**src/design/psram_burst_pkg.sv**
```systemverilog
// Purpose: constants, types and structs of the synchronous burst front end.
// Assumes: 25 MHz host clock, 23-bit word address, 16-bit data.
// Notes: mode word bit positions mirror the configuration address bits.
// What this block does
// - latch address at first clock edge under strobe
// - write strobe level at command picks direction
// - read starts at first edge, strobe low
// - write starts at first edge, both low
// - read data after latency plus one clocks
// - write data sampled after latency minus one
// - first word exact latency, no later waits inserted
// - bursts of 4, 8, 16, 256 words
// - one further read word every clock edge
// - valid indicator with programmable polarity
// - indicator active one clock before each word
// - linear order increments and wraps at length
// - interleave order is start xor beat count
// - all bursts timed from host clock rising edge
// - partial refresh keeps only the chosen region
// - region side taken from array select bit
// - latency code at bits 11 to 9
// - length code at bits 7 to 5, else 16
// - bit 8 selects linear or interleave order; 256 word bursts stay linear
// - bit 13 selects indicator polarity
package psram_burst_pkg;

  // ------------------------------------------------------------
  // widths
  // ------------------------------------------------------------
  localparam int ADDR_BITS = 23;
  localparam int DATA_BITS = 16;
  localparam int CNT_BITS = 10;

  // ------------------------------------------------------------
  // mode word layout and reset value
  // ------------------------------------------------------------
  localparam int RET_SIZE_LSB = 0;
  localparam int RET_SIDE_BIT = 2;
  localparam int RET_MODE_LSB = 3;
  localparam int BURST_LEN_LSB = 5;
  localparam int ORDER_BIT = 8;
  localparam int LAT_LSB = 9;
  localparam int POL_BIT = 13;
  localparam logic [1:0] RET_MODE_ON = 2'h2;
  localparam logic [15:0] CFG_RESET = 16'h0098;

  // ------------------------------------------------------------
  // code tables
  // ------------------------------------------------------------
  localparam logic [2:0] BL_CODE_4 = 3'h2;
  localparam logic [2:0] BL_CODE_8 = 3'h3;
  localparam logic [2:0] BL_CODE_16 = 3'h4;
  localparam logic [2:0] BL_CODE_256 = 3'h7;
  localparam logic [8:0] BL_WORDS_4 = 9'h004;
  localparam logic [8:0] BL_WORDS_8 = 9'h008;
  localparam logic [8:0] BL_WORDS_16 = 9'h010;
  localparam logic [8:0] BL_WORDS_256 = 9'h100;
  localparam logic [2:0] LAT_CODE_MAX = 3'h3;
  localparam logic [3:0] LAT_BASE = 4'h3;
  localparam logic [3:0] READ_EXTRA = 4'h1;
  localparam logic [3:0] WRITE_LESS = 4'h1;
  localparam logic [9:0] REQ_LEAD = 10'h002;

  // ------------------------------------------------------------
  // retention region bounds
  // ------------------------------------------------------------
  localparam logic [22:0] REGION_QTR = 23'h200000;
  localparam logic [22:0] REGION_HALF = 23'h400000;
  localparam logic [22:0] REGION_3QTR = 23'h600000;

  // ------------------------------------------------------------
  // software port map
  // ------------------------------------------------------------
  localparam logic [3:0] REG_CFG = 4'h0;
  localparam logic [3:0] REG_STATUS = 4'h1;

  typedef enum logic [1:0] {
    ST_IDLE = 2'b00,
    ST_READ = 2'b01,
    ST_WRITE = 2'b10
  } burst_state_t;

  typedef struct packed {
    logic wr;
    logic rd;
    logic [3:0] addr;
    logic [15:0] wdata;
  } reg_req_t;

  typedef struct packed {
    logic rd;
    logic wr;
    logic [22:0] addr;
    logic [15:0] wdata;
    logic retained;
  } mem_req_t;

  typedef struct packed {
    burst_state_t st;
    logic [9:0] cnt;
    logic [3:0] first;
    logic [8:0] len;
    logic [22:0] start;
    logic order;
    logic pol;
    logic [15:0] cfg;
    logic held;
    logic ind;
    logic [15:0] dout;
    logic oe;
    mem_req_t mem;
    logic [15:0] rdata;
  } ctrl_t;

endpackage : psram_burst_pkg

```
**src/design/psram_sync_burst_interface.sv**
```systemverilog
// Purpose: synchronous burst read/write front end of a pseudo-static RAM.
// Assumes: host pins synchronous to clk; array answers one cycle after mem.rd.
// Notes: all state is one struct; wait clocks are never inserted by the array.
`timescale 1ns/100ps
module psram_sync_burst_interface
  import psram_burst_pkg::*;
(
  // clock, reset, enable
  input wire logic clk,
  input wire logic rst_n,
  input wire logic clk_en,
  // host pins
  input wire logic sel_n,
  input wire logic address_latch_strobe_n,
  input wire logic write_strobe_n,
  input wire logic [ADDR_BITS-1:0] addr,
  input wire logic [DATA_BITS-1:0] dq_in,
  output logic [DATA_BITS-1:0] dq_out,
  output logic dq_oe,
  output logic data_valid_ind,
  // array side
  output mem_req_t mem,
  input wire logic [DATA_BITS-1:0] mem_rdata,
  // software port
  input wire reg_req_t reg_req,
  output logic [DATA_BITS-1:0] reg_rdata
);

  // ------------------------------------------------------------
  // elaboration check
  // ------------------------------------------------------------
  generate
    if (ADDR_BITS < 9 || CNT_BITS < 10) begin : g_bad_width
      $error("address or counter too narrow for a 256 word burst");
    end
  endgenerate

  ctrl_t q;
  ctrl_t d;

  // ------------------------------------------------------------
  // decode helpers
  // ------------------------------------------------------------
  // reserved length codes fall back to 16 words
  function automatic logic [8:0] bl_words(input logic [2:0] code);
    case (code)
      BL_CODE_4: bl_words = BL_WORDS_4;
      BL_CODE_8: bl_words = BL_WORDS_8;
      BL_CODE_16: bl_words = BL_WORDS_16;
      BL_CODE_256: bl_words = BL_WORDS_256;
      default: bl_words = BL_WORDS_16;
    endcase
  endfunction : bl_words

  // edge of first word counted from the command edge
  function automatic logic [3:0] first_edge(input logic [2:0] code, input logic wr);
    logic [3:0] lat;
    lat = (code > LAT_CODE_MAX) ? LAT_BASE : LAT_BASE + {1'b0, code};
    first_edge = wr ? lat - WRITE_LESS : lat + READ_EXTRA;
  endfunction : first_edge

  // word address of one beat inside the wrap window
  function automatic logic [22:0] beat_addr(input logic [22:0] st, input logic [7:0] b,
                                            input logic [8:0] len, input logic ilv);
    logic [7:0] mask;
    logic [7:0] off;
    mask = len[7:0] - 8'h01;
    off = ilv ? (st[7:0] ^ b) : (st[7:0] + b);
    beat_addr = {st[22:8], (st[7:0] & ~mask) | (off & mask)};
  endfunction : beat_addr

  // is this word inside the region that keeps refresh
  function automatic logic in_region(input logic [15:0] cfg, input logic [22:0] a);
    logic [22:0] bound;
    logic top;
    top = cfg[RET_SIDE_BIT];
    case (cfg[RET_SIZE_LSB +: 2])
      2'h1: bound = top ? REGION_QTR : REGION_3QTR;
      2'h2: bound = REGION_HALF;
      2'h3: bound = top ? REGION_3QTR : REGION_QTR;
      default: bound = '0;
    endcase
    if (cfg[RET_MODE_LSB +: 2] != RET_MODE_ON || cfg[RET_SIZE_LSB +: 2] == 2'h0) begin
      in_region = 1'b1;
    end else if (top) begin
      in_region = (a >= bound);
    end else begin
      in_region = (a < bound);
    end
  endfunction : in_region

  // ------------------------------------------------------------
  // command detection
  // ------------------------------------------------------------
  // held blocks extra edges of the same strobe pulse from retriggering
  logic take;
  assign take = (q.st == ST_IDLE) && !sel_n && !address_latch_strobe_n && !q.held;

  // ------------------------------------------------------------
  // next state
  // ------------------------------------------------------------
  always_comb begin
    logic [9:0] k;
    logic [9:0] fw;
    logic [9:0] lw;
    logic [9:0] rb;
    logic [9:0] db;
    logic act;
    logic ilv;
    k = q.cnt;
    fw = {6'h00, q.first};
    lw = {1'b0, q.len};
    rb = k + REQ_LEAD - fw;
    db = k - fw;
    act = q.pol;
    ilv = q.order && (q.len != BL_WORDS_256); // full page has linear order only
    d = q;
    d.mem.rd = 1'b0;
    d.mem.wr = 1'b0;
    d.rdata = '0;
    // software port: one cycle read latency, unmapped reads as zero
    if (reg_req.wr && reg_req.addr == REG_CFG) begin
      d.cfg = reg_req.wdata;
    end
    if (reg_req.rd) begin
      case (reg_req.addr)
        REG_CFG: d.rdata = q.cfg;
        REG_STATUS: d.rdata = {4'h0, q.cnt, q.st == ST_WRITE, q.st != ST_IDLE};
        default: d.rdata = '0;
      endcase
    end
    if (address_latch_strobe_n) begin
      d.held = 1'b0;
    end
    case (q.st)
      ST_IDLE: begin
        d.oe = 1'b0;
        d.ind = ~q.cfg[POL_BIT]; // idle level follows polarity
        if (take) begin
          d.st = write_strobe_n ? ST_READ : ST_WRITE;
          d.start = addr; // first edge under the strobe wins
          d.cnt = 10'h001;
          d.held = 1'b1;
          d.first = first_edge(q.cfg[LAT_LSB +: 3], !write_strobe_n);
          d.len = bl_words(q.cfg[BURST_LEN_LSB +: 3]);
          d.order = q.cfg[ORDER_BIT];
          d.pol = q.cfg[POL_BIT];
        end
      end
      ST_READ, ST_WRITE: begin
        // every step of a burst is one rising edge of clk
        d.cnt = k + 10'h001;
        // indicator leads each word by one clock
        if (k + 10'h001 >= fw && k + 10'h002 <= fw + lw) begin
          d.ind = act;
        end else begin
          d.ind = ~act;
        end
        if (q.st == ST_READ) begin
          // array request two edges ahead of the pin word
          if (k + REQ_LEAD >= fw && k + REQ_LEAD < fw + lw) begin
            d.mem.rd = 1'b1;
            d.mem.addr = beat_addr(q.start, rb[7:0], q.len, ilv);
          end
          if (k >= fw && k < fw + lw) begin
            d.dout = mem_rdata; // one word per edge after the first
            d.oe = 1'b1;
          end else begin
            d.oe = 1'b0;
          end
          if (sel_n) begin
            // deselect stops a read at once, giving short bursts
            d.st = ST_IDLE;
            d.oe = 1'b0;
            d.ind = ~act;
            d.mem.rd = 1'b0;
          end else if (k == fw + lw) begin
            d.st = ST_IDLE;
            d.oe = 1'b0;
          end
        end else begin
          // write data sampled from the first edge of the window
          if (k >= fw && k < fw + lw) begin
            d.mem.wr = 1'b1;
            d.mem.addr = beat_addr(q.start, db[7:0], q.len, ilv);
            d.mem.wdata = dq_in;
          end
          if (k + 10'h001 == fw + lw) begin
            d.st = ST_IDLE;
          end
        end
      end
      default: begin
        d.st = ST_IDLE;
        d.oe = 1'b0;
      end
    endcase
    d.mem.retained = in_region(q.cfg, d.mem.addr);
  end

  // ------------------------------------------------------------
  // state register
  // ------------------------------------------------------------
  // clk_en low freezes everything, the host then sees a stretched clock
  always_ff @(posedge clk or negedge rst_n) begin
    if (!rst_n) begin
      q <= '0;
      q.cfg <= CFG_RESET;
      q.ind <= 1'b1;
    end else if (clk_en) begin
      q <= d;
    end
  end

  assign dq_out = q.dout;
  assign dq_oe = q.oe;
  assign data_valid_ind = q.ind;
  assign mem = q.mem;
  assign reg_rdata = q.rdata;

  // ------------------------------------------------------------
  // checks
  // ------------------------------------------------------------
  logic lat3;
  logic ind_on;
  logic [7:0] wbeat;
  assign lat3 = (q.cfg[LAT_LSB +: 3] == 3'h0);
  assign ind_on = (q.ind == q.pol);
  assign wbeat = q.cnt[7:0] - 8'h01 - {4'h0, q.first};
endmodule : psram_sync_burst_interface

```
**config.mk**
```make
export PLATFORM = sky130hd
export DESIGN_NAME = psram_sync_burst_interface
export DESIGN_NICKNAME = d
export VERILOG_FILES = /design/src/design/psram_burst_pkg.sv /design/src/design/psram_sync_burst_interface.sv
export SDC_FILE = /design/constraint.sdc
export NUM_CORES = 1
export LEC_CHECK = 0
export ABC_AREA = 1
export BUFFER_PORTS_ARGS = -buffer_cell sky130_fd_sc_hd__buf_2
export CAP_MARGIN = 20
export CORE_ASPECT_RATIO = 2
export CORE_MARGIN = 1
export CORE_UTILIZATION = 62
export CTS_CLUSTER_SIZE = 14
export DETAILED_ROUTE_END_ITERATION = 10
export GPL_TIMING_DRIVEN = 0
export MAX_ROUTING_LAYER = met4
export PLACE_DENSITY = 0.95
export SYNTH_ARGS = -nofsm -noshare
export SYNTH_HDL_FRONTEND = slang
export SYNTH_SLANG_ARGS = --single-unit
```
**constraint.sdc**
```tcl
create_clock -name clk -period 7.5 [get_ports clk]
set_input_delay 1.125 -clock clk [delete_from_list [all_inputs] [get_ports clk]]
set_output_delay 1.125 -clock clk [all_outputs]
set_load 0.05 [all_outputs]
```
==> impl_metrics.toml <==
[grt]
grt-ovfl-total = 0
grt_usage_pct = 43.7
busiest_layer = "met2"
grt_max_degree = 92
grtUsageMet2_pct = 69.2
grt_pass1_wl_um = 49200
antenna_found_initial = 1
grt_pass1_vias = 9828
met1_usage_pct = 40.7
met3_usage_pct = 14.3

[sta]
final_max_slew_viol_count = 0
rsz0062_at_grt = "false"
hold_violations = 0
slew-limit-headroom_pct = 38.6
fin_crit_sh_pct = 64.7
finalSetupTns_ns = 0
post-route-min-period_ns = 4.85
whs_ns = 0.490
max_freq_mhz = 206
setup_viol = 0
tightest_slew_ns = 0.911
fin_skew_ns = 0.00966

[drt]
routedWlPerCell_um = 19.0
dr.first_iter.drc_count = 841
vias = 9484
wl_um = 31000
ant_nets = 0
drt_first_pass_iters = 5
vias_per_cell = 5.80
drc = 0

[logic_synthesis]
postSynthAreaPerCell_um2 = 7.61
ys_seq_area_share_pct = 36.4
syn_nets = 1390
synthAdderAreaFrac_pct = 7.98
yosysWarnings = 0
synthXorXnorAreaFrac_pct = 2.01
ys_top_cells_by_area = "dfrtp_1, nand2_1, ha_1"
synth_edf_count = 0
synth-async-reset-ratio_pct = 100
ys_ff_latch = 138
yosys_most_used_dff = "dfrtp_1"
syn_inst = 1250
synth_compound_area_share_pct = 13.6
yosys.area.top_type_share_pct = 35.3
yosys.area_share.simple_pct = 22.2
synth_top_family_by_area = "simple AND/OR/NAND/NOR gates"
synth_top_area_cell = "dfrtp_1"
muxShareOfSynthArea_pct = 3.79
synthDistinctLibCells = 47
syn_area_um2 = 9510

[cts]
hold_buffers = 0
numCtsBuffers = 17
clockBufferDepth = 2
clk_latency_ns = 0.45
clock-root-buffer = "clkbuf_16"
clk_pin_slew_ns = 0.07
cts_tree = "done"
h-tree-depth = 4
cts_num_sinks = 138
postCtsSetupRepairBufs = 0
cts_resized = 0

[layout]
final_cell_mix = "nand2_1, buf_2, inv_1"
fillers = 1103
drive_gt1_share_pct = 23.1
area_growth_pct = 17.3
final_nets = 1567
layout_commonest_cell = "nand2_1"

[worst_setup_path]
path_class = "flop to flop"
r2r_setup_slack_ns = 2.65
path_max_fanout = 10
arrival_ns = 5.22
cp.required_ns = 7.87
end_kind = "flop"
startpoint_type = "flop"

[floorplanning]
core.rowCount = 63
dieArea_um2 = 15900
ioPinCount = 159
die_w_um = 89.6
dieHeight_um = 177
initial_core_util_pct = 63.8
core_um2 = 14900

[hold_path]
worstHoldPathType = "flop to flop"

[place]
gp_congestion = 1.00
dp_hpwl_um = 23200
port_buffers = 157

[run_status]
status = "finished clean"

[run]
maxCapViolations = 0
## critical path, cell delays in order (launching register included)
cell	delay [ns]
dfrtp_1	0.44
ha_1	0.25
fa_1	0.39
xnor2_1	0.48
ha_1	0.35
nand2_1	0.09
o21ai_0	0.10
a21oi_1	0.14
nand3_1	0.28
inv_1	0.28
buf_2	0.31
a21oi_1	0.10
o21ai_0	0.12
nand2_1	0.08
a22oi_1	0.25
ha_1	0.21
nand2_1	0.07
a21oi_1	0.13
nand3_1	0.09
nor2_1	0.10
nand2_1	0.07
nor2_1	0.10
nand2_1	0.07
nand2_1	0.07
nand2_1	0.06
a21oi_1	0.13
## cell families (layout without fill, tap and decap cells)
| family | count (synthesis) | in the layout |
|---|---|---|
| AO/OA/AOI/OAI | 236 | 236 |
| XOR/XNOR | 21 | 21 |
| adder cells (fa/ha/maj) | 57 | 57 |
| buffers and inverters | 275 | 465 |
| flip-flops | 138 | 138 |
| multiplexers | 32 | 32 |
| other | 0 | 1 |
| AND/OR/NAND/NOR | 491 | 491 |
## final timing paths
| check | startpoint | to | depth (start not counted) |
|---|---|---|---|
| max in group asynchronous | rst_n | data_valid_ind | 2 |
| min in group asynchronous | rst_n | q[104] | 1 |
| min reg2reg | reg_rdata[9] | reg_rdata[9] | 2 |
| max reg2reg | q[120] | mem[0] | 25 |
| min | reg_rdata[9] | reg_rdata[9] | 2 |
| max | q[120] | mem[0] | 25 |
## through the flow
| step | std cells | instance area (µm²) | utilization (%) | setup slack [ns] |
|---|---|---|---|---|
| after floorplan | 1250 | 9510 | - | 3.82 |
| after global placement | 1602 | 10500 | 70.7 | 3.01 |
| after detailed placement | 1603 | 10600 | 70.9 | 2.85 |
| after CTS | 1635 | 11100 | 74.8 | 2.80 |
| after global routing | 1636 | 11200 | 74.8 | 2.27 |
| final | 1636 | 11200 | 74.8 | 2.65 |
## metal layers
layer	wire, µm	share of wire [%]
met1	9820	32
met2	15500	50
met3	2620	8.5
met4	3090	10
met5	0	0
## Yosys cell counts (3+ instances only)
cell type and count:
o21bai_1 4, o22ai_1 37, o21ai_0 102, ha_1 51
xor2_1 13, or2_2 4, o21ai_1 6, dfrtp_1 134
inv_2 5, nand2_1 276, buf_4 74, a21oi_1 65
clkbuf_1 33, buf_2 8, fa_1 6, nor2_1 84
nand4_1 21, mux2_2 32, inv_1 147, nand2_2 6
o31ai_1 5, nor2_2 3, a31oi_1 3, nand3_1 83
buf_1 6, dfstp_2 4, nor3_1 5, xnor2_1 7
## sequential cells by signal, indices dropped and copies added, names as in the netlist
name	count
mem	42
dq_oe	1
q	62
dq_out	16
data_valid_ind	1
reg_rdata	16
## final cells by class
cell class | instances | area, µm² | area share, %
repair buffers | 158 | 820 | 7.35
clock buffers | 17 | 425 | 3.82
flip-flops and latches | 138 | 3460 | 31.0
well taps | 195 | 244 | 2.19
plain buffers | 123 | 764 | 6.86
diodes | 1 | 2.50 | 0.0224
clock inverters | 15 | 153 | 1.37
inverters | 152 | 571 | 5.12
multi-input cells | 837 | 4710 | 42.3
Power is not shown: default switching activity piles up to over one toggle a cycle in this logic, so the estimate is an artifact.
